--- config.mk ---
export PLATFORM = sky130hd
export DESIGN_NAME = gqd_dispatcher
export DESIGN_NICKNAME = d
export VERILOG_FILES = /design/src/hdl/gqd_pkg.sv /design/src/hdl/gqd_fifo_if.sv /design/src/hdl/gqd_dispatcher.sv /design/src/hdl/gqd_fifo.sv
export SDC_FILE = /design/constraint.sdc
export NUM_CORES = 1
export LEC_CHECK = 0
export BUFFER_PORTS_ARGS = -buffer_cell sky130_fd_sc_hd__buf_4
export CAP_MARGIN = 30
export CORE_AREA = 2 2 260 262
export DETAILED_ROUTE_END_ITERATION = 10
export DIE_AREA = 0 0 262 264
export PLACE_DENSITY = 0.74
export REMOVE_ABC_BUFFERS = 1
export SKIP_CTS_REPAIR_TIMING = 1
export SYNTH_ARGS = -nofsm -noshare
export SYNTH_HDL_FRONTEND = slang
export SYNTH_HIERARCHICAL = 1
export SYNTH_SLANG_ARGS = --single-unit
--- constraint.sdc ---
create_clock -name clk -period 8.9 [get_ports clk]
set_clock_uncertainty 0.2 [all_clocks]
set_input_delay 0.89 -clock clk [delete_from_list [all_inputs] [get_ports clk]]
set_output_delay 0.89 -clock clk [all_outputs]
set_load 0.03 [all_outputs]
--- src/hdl/gqd_pkg.sv ---
// Package for the group queue dispatcher: register map, field layout, reset values.
// Assumes one clock, synchronous active-high reset, AXI4-Lite software access.
// Overview of operation
// - Each work queue holds priority 1 to 15
// - Any priority mix accepted, duplicates allowed
// - Per-queue credit loaded from priority, decremented
// - Round-robin; dispatch if pending and credit nonzero
// - Zero credit blocks queue until reload
// - Reload all when all pending queues zero
// - Newly filled queue dispatches on next turn
// - Empty queues skipped at no cost
// - Full engine rate even for low priority
// - Tag memory transactions with traffic class
// - Group holds two independent traffic class fields
// - Per-address selector picks class A or B
// - Stall engine at outstanding limit until completion
`default_nettype none
package gqd_pkg;
  localparam int NUM_QUEUES = 4;
  localparam int NUM_ENGINES = 2;
  localparam int PRIO_WIDTH = 4;
  localparam int TC_WIDTH = 3;
  localparam int CNT_WIDTH = 4;
  localparam logic [PRIO_WIDTH-1:0] PRIO_MIN = 4'h1;
  localparam logic [PRIO_WIDTH-1:0] PRIO_MAX = 4'hf;
  localparam logic [PRIO_WIDTH-1:0] PRIO_RESET = 4'h1;
  localparam logic [CNT_WIDTH-1:0] LIMIT_RESET = 4'h4;
  localparam int FIFO_DEPTH = 16;
  // Register byte offsets
  localparam logic [7:0] CTRL_OFFSET = 8'h00;
  localparam logic [7:0] TCLASS_OFFSET = 8'h04;
  localparam logic [7:0] LIMIT_OFFSET = 8'h08;
  localparam logic [7:0] STATUS_OFFSET = 8'h0c;
  localparam logic [7:0] DISPCNT_OFFSET = 8'h10;
  localparam logic [7:0] PRIO_OFFSET = 8'h20;
  // Field positions
  localparam int CTRL_ENABLE_POS = 0;
  localparam int CTRL_QEN_POS = 8;
  localparam int TCLASS_A_POS = 0;
  localparam int TCLASS_B_POS = 8;
  localparam int TCLASS_VC_POS = 16;
  localparam int STATUS_PEND_POS = 0;
  localparam int STATUS_ZERO_POS = 8;
  localparam int STATUS_STALL_POS = 16;
  localparam logic [1:0] RESP_OKAY = 2'h0;
  localparam logic [1:0] RESP_SLVERR = 2'h2;
endpackage : gqd_pkg
`default_nettype wire

--- src/hdl/gqd_fifo_if.sv ---
// Stream carrier between the dispatcher and its output FIFO.
// Assumes both ends on the same clock.
`default_nettype none
interface gqd_fifo_if #(parameter int WIDTH = 32);
  logic valid;
  logic ready;
  logic [WIDTH-1:0] data;
  modport source (output valid, output data, input ready);
  modport sink (input valid, input data, output ready);
endinterface : gqd_fifo_if
`default_nettype wire

--- src/hdl/gqd_dispatcher.sv ---
// Group dispatcher top: weighted round-robin over work queues, traffic class tagging,
// per-engine outstanding limit, AXI4-Lite register slave, 16-entry output FIFO.
// Assumes queue heads and engine signals are on clk; engines take output in order.
`default_nettype none
module gqd_dispatcher #(
  parameter int NQ = gqd_pkg::NUM_QUEUES,
  parameter int NE = gqd_pkg::NUM_ENGINES,
  parameter int DW = 32,
  parameter int DEPTH = gqd_pkg::FIFO_DEPTH
) (
  input wire logic clk,
  input wire logic reset,
  input wire logic clkEn,
  // Work queue heads
  input wire logic [NQ-1:0] queueValid,
  input wire logic [NQ*DW-1:0] queueData,
  input wire logic [NQ*2-1:0] queueTcSel,
  output logic [NQ-1:0] queuePop,
  // Engine side
  output logic dispValid,
  input wire logic dispReady,
  output logic [DW-1:0] dispData,
  output logic [$clog2(NQ)-1:0] dispQueue,
  output logic [$clog2(NE)-1:0] dispEngine,
  output logic [gqd_pkg::TC_WIDTH-1:0] dispSrcTc,
  output logic [gqd_pkg::TC_WIDTH-1:0] dispDstTc,
  input wire logic [NE-1:0] engineDone,
  // AXI4-Lite slave
  input wire logic [7:0] s_axi_awaddr,
  input wire logic s_axi_awvalid,
  output logic s_axi_awready,
  input wire logic [31:0] s_axi_wdata,
  input wire logic [3:0] s_axi_wstrb,
  input wire logic s_axi_wvalid,
  output logic s_axi_wready,
  output logic [1:0] s_axi_bresp,
  output logic s_axi_bvalid,
  input wire logic s_axi_bready,
  input wire logic [7:0] s_axi_araddr,
  input wire logic s_axi_arvalid,
  output logic s_axi_arready,
  output logic [31:0] s_axi_rdata,
  output logic [1:0] s_axi_rresp,
  output logic s_axi_rvalid,
  input wire logic s_axi_rready
);
  localparam int QW = $clog2(NQ);
  localparam int EW = $clog2(NE);
  localparam int TW = gqd_pkg::TC_WIDTH;
  localparam int CW = gqd_pkg::CNT_WIDTH;
  localparam int PW = gqd_pkg::PRIO_WIDTH;
  localparam int FW = DW + QW + EW + 2 * TW;

  // Legal priority: only the low four bits are kept and a zero is raised to 1, giving 1..15
  function automatic logic [PW-1:0] clampPrio(input logic [PW-1:0] v);
    clampPrio = (v < gqd_pkg::PRIO_MIN) ? gqd_pkg::PRIO_MIN : v;
  endfunction : clampPrio

  // Byte-lane merge used by the control and traffic class registers
  function automatic logic [31:0] mergeBytes(input logic [31:0] old, input logic [31:0] wd, input logic [3:0] st);
    for (int b = 0; b < 4; b++) begin
      mergeBytes[b*8 +: 8] = st[b] ? wd[b*8 +: 8] : old[b*8 +: 8];
    end
  endfunction : mergeBytes

  // Configuration registers
  logic enable_q;
  logic [NQ-1:0] queueEn_q;
  logic [TW-1:0] tcA_q;
  logic [TW-1:0] tcB_q;
  logic vcPresent_q;
  logic [CW-1:0] limit_q;
  logic [PW-1:0] prio_q [NQ];
  logic [31:0] dispCount_q;

  // Arbiter state
  logic [CW-1:0] credit_q [NQ];
  logic [QW-1:0] turn_q;
  logic [CW-1:0] outst_q [NE];
  logic [EW-1:0] engPtr_q;

  // Pin inputs from the queue side arrive on clk, so no synchroniser is needed
  logic [NQ-1:0] hasCredit;
  logic [NQ-1:0] eligible;
  logic [NQ-1:0] pendZero;
  logic [NQ-1:0] zeroVec;
  logic [NE-1:0] engOpen;
  always_comb begin
    for (int i = 0; i < NQ; i++) begin
      hasCredit[i] = queueEn_q[i] && queueValid[i] && (credit_q[i] != '0);
      pendZero[i] = queueEn_q[i] && queueValid[i] && (credit_q[i] == '0);
      zeroVec[i] = (credit_q[i] == '0);
    end
    for (int e = 0; e < NE; e++) begin
      engOpen[e] = (outst_q[e] < limit_q);
    end
  end
  wire anyPending = |(queueEn_q & queueValid);
  // Reload and dispatch share one cycle, so a lone low-priority queue still runs at full rate
  wire reloadAll = enable_q && anyPending && (hasCredit == '0);
  always_comb begin
    for (int i = 0; i < NQ; i++) begin
      eligible[i] = reloadAll ? (queueEn_q[i] && queueValid[i] && (prio_q[i] != '0)) : hasCredit[i];
    end
  end

  // Next eligible queue at or after the turn pointer in one cycle, so empty ones cost nothing
  logic found;
  logic [QW-1:0] pick;
  always_comb begin
    found = 1'b0;
    pick = '0;
    for (int k = 0; k < NQ; k++) begin
      if (!found && eligible[QW'((32'(turn_q) + k) % NQ)]) begin
        found = 1'b1;
        pick = QW'((32'(turn_q) + k) % NQ);
      end
    end
  end

  // Next engine with room, round-robin among engines
  logic engFound;
  logic [EW-1:0] engPick;
  always_comb begin
    engFound = 1'b0;
    engPick = '0;
    for (int k = 0; k < NE; k++) begin
      if (!engFound && engOpen[EW'((32'(engPtr_q) + k) % NE)]) begin
        engFound = 1'b1;
        engPick = EW'((32'(engPtr_q) + k) % NE);
      end
    end
  end

  gqd_fifo_if #(.WIDTH(FW)) toFifo ();
  // Gated by clkEn so a frozen cycle never pops a queue it cannot record
  wire fire = clkEn && enable_q && found && engFound && toFifo.ready;
  wire [NQ-1:0] pickOneHot = NQ'(1) << pick;
  wire [DW-1:0] pickData = queueData[pick*DW +: DW];
  wire [1:0] pickSel = queueTcSel[pick*2 +: 2];
  wire [TW-1:0] srcTc = vcPresent_q ? (pickSel[0] ? tcB_q : tcA_q) : '0;
  wire [TW-1:0] dstTc = vcPresent_q ? (pickSel[1] ? tcB_q : tcA_q) : '0;
  assign queuePop = fire ? pickOneHot : '0;
  assign toFifo.valid = fire;
  assign toFifo.data = {pickData, pick, engPick, srcTc, dstTc};

  always_ff @(posedge clk) begin
    if (reset) begin
      turn_q <= '0;
      engPtr_q <= '0;
      for (int i = 0; i < NQ; i++) credit_q[i] <= gqd_pkg::PRIO_RESET;
    end else if (clkEn) begin
      for (int i = 0; i < NQ; i++) begin
        if (reloadAll) begin
          credit_q[i] <= (fire && pick == QW'(i)) ? prio_q[i] - 1'b1 : prio_q[i];
        end else if (fire && pick == QW'(i)) begin
          credit_q[i] <= credit_q[i] - 1'b1;
        end
      end
      if (fire) begin
        turn_q <= (pick == QW'(NQ - 1)) ? '0 : pick + 1'b1;
        engPtr_q <= (engPick == EW'(NE - 1)) ? '0 : engPick + 1'b1;
      end
    end
  end

  // Outstanding count: dispatch counts in, completion counts out, both may hit at once
  always_ff @(posedge clk) begin
    if (reset) begin
      for (int e = 0; e < NE; e++) outst_q[e] <= '0;
    end else if (clkEn) begin
      for (int e = 0; e < NE; e++) begin
        outst_q[e] <= outst_q[e] + CW'(fire && engPick == EW'(e)) - CW'(engineDone[e] && outst_q[e] != '0);
      end
    end
  end

  logic fifoOutValid;
  logic [FW-1:0] fifoOutData;
  // Output register stage; FIFO drains only when the stage is free or being taken
  wire stageFree = !dispValid || dispReady;
  gqd_fifo #(.WIDTH(FW), .DEPTH(DEPTH)) outFifo (
    .clk(clk),
    .reset(reset),
    .clkEn(clkEn),
    .inPort(toFifo),
    .outValid(fifoOutValid),
    .outReady(stageFree),
    .outData(fifoOutData)
  );
  always_ff @(posedge clk) begin
    if (reset) begin
      dispValid <= 1'b0;
      dispData <= '0;
      dispQueue <= '0;
      dispEngine <= '0;
      dispSrcTc <= '0;
      dispDstTc <= '0;
    end else if (clkEn && stageFree) begin
      dispValid <= fifoOutValid;
      {dispData, dispQueue, dispEngine, dispSrcTc, dispDstTc} <= fifoOutData;
    end
  end

  // AXI4-Lite write path: address and data taken in either order, response after both
  logic awHave_q;
  logic wHave_q;
  logic [7:0] awAddr_q;
  logic [31:0] wData_q;
  logic [3:0] wStrb_q;
  wire awTake = s_axi_awvalid && s_axi_awready;
  wire wTake = s_axi_wvalid && s_axi_wready;
  wire doWrite = awHave_q && wHave_q && !s_axi_bvalid;
  wire [7:0] wa = awAddr_q;
  wire wIsCtrl = (wa == gqd_pkg::CTRL_OFFSET);
  wire wIsTc = (wa == gqd_pkg::TCLASS_OFFSET);
  wire wIsLim = (wa == gqd_pkg::LIMIT_OFFSET);
  wire wIsCnt = (wa == gqd_pkg::DISPCNT_OFFSET);
  wire [5:0] wPrioIdx = 6'((wa - gqd_pkg::PRIO_OFFSET) >> 2);
  wire wIsPrio = (wa >= gqd_pkg::PRIO_OFFSET) && (wPrioIdx < 6'(NQ)) && (wa[1:0] == 2'h0);
  wire wMapped = wIsCtrl || wIsTc || wIsLim || wIsCnt || wIsPrio || (wa == gqd_pkg::STATUS_OFFSET);
  wire [31:0] ctrlWord = {16'h0000, 8'(queueEn_q), 7'h00, enable_q};
  wire [31:0] tcWord = {15'h0000, vcPresent_q, 5'h00, tcB_q, 5'h00, tcA_q};
  wire [31:0] ctrlNew = mergeBytes(ctrlWord, wData_q, wStrb_q);
  wire [31:0] tcNew = mergeBytes(tcWord, wData_q, wStrb_q);
  // No new write is taken while the previous response is still pending
  assign s_axi_awready = clkEn && !awHave_q && !s_axi_bvalid;
  assign s_axi_wready = clkEn && !wHave_q && !s_axi_bvalid;

  always_ff @(posedge clk) begin
    if (reset) begin
      awHave_q <= 1'b0;
      wHave_q <= 1'b0;
      awAddr_q <= '0;
      wData_q <= '0;
      wStrb_q <= '0;
      s_axi_bvalid <= 1'b0;
      s_axi_bresp <= gqd_pkg::RESP_OKAY;
    end else if (clkEn) begin
      if (awTake) begin
        awHave_q <= 1'b1;
        awAddr_q <= s_axi_awaddr;
      end
      if (wTake) begin
        wHave_q <= 1'b1;
        wData_q <= s_axi_wdata;
        wStrb_q <= s_axi_wstrb;
      end
      if (doWrite) begin
        awHave_q <= 1'b0;
        wHave_q <= 1'b0;
        s_axi_bvalid <= 1'b1;
        s_axi_bresp <= wMapped ? gqd_pkg::RESP_OKAY : gqd_pkg::RESP_SLVERR;
      end else if (s_axi_bready) begin
        s_axi_bvalid <= 1'b0;
      end
    end
  end

  // Register storage written by software; traffic classes stored as given
  always_ff @(posedge clk) begin
    if (reset) begin
      enable_q <= 1'b0;
      queueEn_q <= '0;
      tcA_q <= '0;
      tcB_q <= '0;
      vcPresent_q <= 1'b0;
      limit_q <= gqd_pkg::LIMIT_RESET;
      for (int i = 0; i < NQ; i++) prio_q[i] <= gqd_pkg::PRIO_RESET;
    end else if (clkEn && doWrite) begin
      if (wIsCtrl) begin
        enable_q <= ctrlNew[gqd_pkg::CTRL_ENABLE_POS];
        queueEn_q <= ctrlNew[gqd_pkg::CTRL_QEN_POS +: NQ];
      end
      if (wIsTc) begin
        tcA_q <= tcNew[gqd_pkg::TCLASS_A_POS +: TW];
        tcB_q <= tcNew[gqd_pkg::TCLASS_B_POS +: TW];
        vcPresent_q <= tcNew[gqd_pkg::TCLASS_VC_POS];
      end
      if (wIsLim && wStrb_q[0]) limit_q <= wData_q[CW-1:0];
      if (wIsPrio && wStrb_q[0]) prio_q[wPrioIdx[QW-1:0]] <= clampPrio(wData_q[PW-1:0]);
    end
  end

  // Dispatch counter: a software clear in the same cycle as a dispatch leaves the count at one
  always_ff @(posedge clk) begin
    if (reset) begin
      dispCount_q <= '0;
    end else if (clkEn) begin
      if (fire) dispCount_q <= (doWrite && wIsCnt) ? 32'h00000001 : dispCount_q + 32'h00000001;
      else if (doWrite && wIsCnt) dispCount_q <= '0;
    end
  end

  // AXI4-Lite read path, one read at a time
  wire [7:0] ra = s_axi_araddr;
  wire [5:0] rPrioIdx = 6'((ra - gqd_pkg::PRIO_OFFSET) >> 2);
  wire rIsPrio = (ra >= gqd_pkg::PRIO_OFFSET) && (rPrioIdx < 6'(NQ)) && (ra[1:0] == 2'h0);
  logic [NE-1:0] engStall;
  always_comb begin
    for (int e = 0; e < NE; e++) engStall[e] = !engOpen[e];
  end
  wire [31:0] statusWord = {8'h00, 8'(engStall), 8'(zeroVec), 8'(pendZero | eligible)};
  wire rMapped = rIsPrio || (ra == gqd_pkg::CTRL_OFFSET) || (ra == gqd_pkg::TCLASS_OFFSET) ||
                 (ra == gqd_pkg::LIMIT_OFFSET) || (ra == gqd_pkg::STATUS_OFFSET) || (ra == gqd_pkg::DISPCNT_OFFSET);
  wire [31:0] rWord = (ra == gqd_pkg::CTRL_OFFSET) ? ctrlWord :
                      (ra == gqd_pkg::TCLASS_OFFSET) ? tcWord :
                      (ra == gqd_pkg::LIMIT_OFFSET) ? 32'(limit_q) :
                      (ra == gqd_pkg::STATUS_OFFSET) ? statusWord :
                      (ra == gqd_pkg::DISPCNT_OFFSET) ? dispCount_q :
                      rIsPrio ? 32'(prio_q[rPrioIdx[QW-1:0]]) : 32'h00000000;
  assign s_axi_arready = clkEn && !s_axi_rvalid;
  always_ff @(posedge clk) begin
    if (reset) begin
      s_axi_rvalid <= 1'b0;
      s_axi_rdata <= '0;
      s_axi_rresp <= gqd_pkg::RESP_OKAY;
    end else if (clkEn) begin
      if (s_axi_arvalid && s_axi_arready) begin
        s_axi_rvalid <= 1'b1;
        s_axi_rdata <= rWord;
        s_axi_rresp <= rMapped ? gqd_pkg::RESP_OKAY : gqd_pkg::RESP_SLVERR;
      end else if (s_axi_rready) begin
        s_axi_rvalid <= 1'b0;
      end
    end
  end
endmodule : gqd_dispatcher
`default_nettype wire

--- src/hdl/gqd_fifo.sv ---
// Flip-flop FIFO with valid/ready on both sides and honest full/empty.
// Assumes one clock; writer sees ready low when full.
`default_nettype none
module gqd_fifo #(
  parameter int WIDTH = 32,
  parameter int DEPTH = 16
) (
  input wire logic clk,
  input wire logic reset,
  input wire logic clkEn,
  gqd_fifo_if.sink inPort,
  output logic outValid,
  input wire logic outReady,
  output logic [WIDTH-1:0] outData
);
  localparam int AW = $clog2(DEPTH);
  logic [WIDTH-1:0] mem_q [DEPTH];
  logic [AW-1:0] wrPtr_q;
  logic [AW-1:0] rdPtr_q;
  logic [AW:0] count_q;
  wire push = inPort.valid && inPort.ready;
  wire pop = outValid && outReady;
  assign inPort.ready = (count_q != (AW+1)'(DEPTH));
  assign outValid = (count_q != '0);
  assign outData = mem_q[rdPtr_q];
  always_ff @(posedge clk) begin
    if (reset) begin
      wrPtr_q <= '0;
      rdPtr_q <= '0;
      count_q <= '0;
    end else if (clkEn) begin
      if (push) begin
        mem_q[wrPtr_q] <= inPort.data;
        wrPtr_q <= (wrPtr_q == AW'(DEPTH - 1)) ? '0 : wrPtr_q + 1'b1;
      end
      if (pop) begin
        rdPtr_q <= (rdPtr_q == AW'(DEPTH - 1)) ? '0 : rdPtr_q + 1'b1;
      end
      count_q <= count_q + (AW+1)'(push) - (AW+1)'(pop);
    end
  end
endmodule : gqd_fifo
`default_nettype wire

==> key figures <==
Outcome
  • Status: finished, final reports clean

Global routing
  • Initial antenna violation count: 0
  • Largest net degree at the start of global routing: between 100 and 150
  • Global-route wire length before repair: 134800 µm
  • Total grt overflow: 0
  • GRT Total Usage: 25.89%
  • Vias in the first global route: 22842

Timing
  • Final Cycle Share: 68.73%
  • Worst slew pin tran: 1.123 ns
  • Max-slew violation count: 0
  • Hold Vio Cnt, Final: 0
  • Rel. slew slack: 25.17%
  • FMAX: 163.5 MHz
  • Final setup violation count: 0
  • RSZ-0062 raised after global routing: false
  • Crit path time final: 6.117 ns
  • Hold slack: 0.2533 ns
  • Setup TNS: 0 ns

Synthesis
  • Synth Instances: 2456
  • Cell variety after synth: 76
  • Synth Area in Adders: 1.617%
  • Area leader, netlist: edfxtp_1
  • Avg Inst Size Synth: between 10 and 15 µm²
  • Post-Synth XOR/XNOR Area: 0.6046%
  • Syn. warnings: 6
  • Share of the synthesized area in the top cell type: 57.71%
  • Synth Area in Compound Gates: 8.281%
  • Post-synthesis mux area share: 11.92%
  • Post-synth top cells: edfxtp_1 (696), nand2_1 (275), a21oi_1 (191)
  • Count leader, synth: edfxtp_1
  • Dominant synthesized flop cell: edfxtp_1
  • Synthesized cell area: 36220 µm²
  • Seq/Total Area, Yosys: about two thirds
  • Post-synth EDFFs: 696
  • Synth Register Bits: 864
  • Simple-gate share of the synthesized area: between 8 and 9%
  • Top cells by area, synth: edfxtp_1 (58%), mux4_2 (10%), dfxtp_1 (9.3%), nand2_1 (2.9%), a21oi_1 (2.6%)
  • FFs w/ async S/R, synth: 0%
  • Largest family of logic cells by synthesized area: multiplexers

Finish
  • NumNets Final: 2983
  • Layout cells sized above 1: 24.56%
  • Area Growth Syn to Fin: 16.50%
  • N_diodes: 0
  • Filler cells: 4734

Setup path
  • CP required: 7.81 ns
  • Peak per-stage delay on the critical path: 0.69 ns
  • CP Launch Type: flop
  • Critical path class: reg -> out
  • Arrival time worst endpoint: slightly above 5 ns
  • CP delay by family, top: compound AO/OA/AOI/OAI gates
  • Buffer and inverter count on the worst path: 4
  • Maximum fanout along the worst path: 31
  • Crit-path cells: inv_1 > ha_1 > or3b_1 > a22oi_1 > a31oi_1 > nand2_1 > o211a_1 > clkinv_2 > ha_1 > o211ai_1 > inv_1 > buf_4
  • Critical Path End Type: output port
  • CP max stage cell: clkinv_2

Place
  • Buffers added on ports: 263
  • Final HPWL DP: 49740 µm
  • Routability congestion estimate: 0.9100

CTS
  • CTS sink count: 864
  • Clock transition at path regs: 0.06 ns
  • CTS tree: built
  • Clk buf depth: 3
  • Cell at the root of the clock tree: clkbuf_16
  • Clk_lat worst skew: between 0.6 and 0.7 ns
  • Inserted Clock Buffers: 86
  • CTS H-tree depth: 3

Route
  • Routed wire length: ~90000 µm
  • Drt first pass iters: 6
  • DRC viols: 0
  • Starting DRT DRC Count: 2388
  • WL/cell: about 24 µm
  • Vias per cell: 6.202
  • Via count: 22835
  • Antenna-violating nets left: 0

Floorplanning
  • Die height: 264 µm
  • Die X: about 260 µm
  • CORE AREA: 66560 µm²
  • Row cnt: 95
  • Total I/O pin count: 290
  • Die area: 69170 µm²
  • Initial Util: a little over half

Power
  • Leakage: ~15 nW
  • Maximum VDD drop: 0.0002252 V
  • Total power: 9.359 mW
  • Pwr dens: 221.8 nW/µm²

Job
  • Maxcap violations: 0

Worst hold path
  • Hold Path Class: reg -> reg
==> routing by layer <==
layer | part of all wire, % | global-route usage [%] | vias up | wire length (µm)
met5 | 0 | 0 | - | 0
met4 | 2.5 | 8.016 | 0 | 2213
met3 | 8.1 | 4.011 | 163 | 7298
met2 | 51 | 43.79 | 1135 | 45620
met1 | 38 | 34.68 | 11462 | 34450
li1 | - | - | 10075 | -
==> final cells by class <==
class	instances	area, µm²	share of cell area, %
Timing Repair Buffer	337	2570	6.091
Clock buffer	121	2406	5.702
Multi-Input combinational cell	1382	11180	26.49
Clock inverter	41	436.7	1.035
Tap cell	873	1092	2.589
Inverter	64	242.7	0.5753
Sequential cell	864	24270	57.52
==> worst reg2reg max path: stages (launching register included) <==
cell and delay, ns:
edfxtp_1 0.42, inv_1 0.08, ha_1 0.17, nor3b_1 0.60, o21ai_0 0.34, o41ai_1 0.58
a21oi_1 0.08, o211a_1 0.52, clkinv_2 0.56, buf_4 0.59, a211oi_1 0.20, a21oi_1 0.80
==> flip-flops by register name (all words and copies together) (netlist names), 4 cells and up, named ones only <==
| signal | flops |
|---|---|
| s_axi_rdata | 32 |
| dispData | 32 |
| credit_q | 16 |
| queueEn_q | 4 |
| outst_q | 8 |
| outFifo/wrPtr_q | 4 |
| wData_q | 9 |
| outFifo/count_q | 5 |
| outFifo/rdPtr_q | 4 |
| dispCount_q | 32 |
| awAddr_q | 8 |
| prio_q | 16 |
| outFifo/mem_q | 656 |
| limit_q | 4 |
==> kinds of logic (layout without fill, tap and decap cells) <==
family	count (synthesis)	after routing
AOI/OAI and AO/OA	463	463
and+or+nand+nor	626	626
other	1	2
adders and majority gates	45	45
DFF	864	864
xor gates and xnor gates	25	25
buffers and inverters	211	563
muxes	221	221
==> cells in the final DEF, fill, tap and decap left out, drive strengths merged, types with 11 or more instances in the layout <==
| cell | synthesis | routed |
|---|---|---|
| xnor2 | 15 | 15 |
| nor3 | 33 | 33 |
| inv | 63 | 69 |
| ha | 42 | 42 |
| a22oi | 86 | 86 |
| clkbuf | 92 | 121 |
| nand2b | 11 | 11 |
| nor4 | 11 | 11 |
| mux4 | 168 | 168 |
| mux2i | 51 | 51 |
| a211oi | 40 | 40 |
| nor2b | 14 | 14 |
| a21o | 15 | 15 |
| nor2 | 99 | 99 |
| dfxtp | 168 | 168 |
| nand3 | 64 | 64 |
| nand4 | 11 | 11 |
| o211ai | 15 | 15 |
| and2 | 50 | 50 |
| o21ai | 47 | 47 |
| or3 | 15 | 15 |
| edfxtp | 696 | 696 |
| buf | 55 | 337 |
| clkinv | 1 | 27 |
| a21oi | 193 | 193 |
| nand2 | 275 | 275 |
==> worst paths after layout <==
| check | startpoint | cells past startpoint | slack, ns | end |
|---|---|---|---|---|
| max | credit_q[1][0]$_SDFFCE_PN1P_ | 12 | 2.78 | queuePop[1] |
| min | s_axi_rdata[29]$_SDFFE_PP0P_ | 2 | 0.25 | s_axi_rdata[29]$_SDFFE_PP0P_ |
| max reg2reg | credit_q[2][0]$_SDFFCE_PN1P_ | 11 | 3.43 | outFifo/mem_q[10][12]$_DFFE_PP_ |
| min reg2reg | s_axi_rdata[29]$_SDFFE_PP0P_ | 2 | 0.25 | s_axi_rdata[29]$_SDFFE_PP0P_ |
==> per-stage QoR <==
stage,utilization (%),std cells,cell area (µm²),setup WS [ns]
after global placement,58.72,3488,39090,3.383
after detailed placement,58.80,3494,39140,3.144
final,63.39,3682,42200,2.783
after floorplan,-,2310,35560,0.8103
after global routing,63.39,3682,42200,2.506
after CTS,63.07,3656,41980,2.842
==> power breakdown <==
group	internal, mW	switching (mW)
clock	2.08	1.53
sequential	4.42	0.0786
combinational	0.611	0.639
total	7.11	2.25
(Power assumes the default switching activity.)
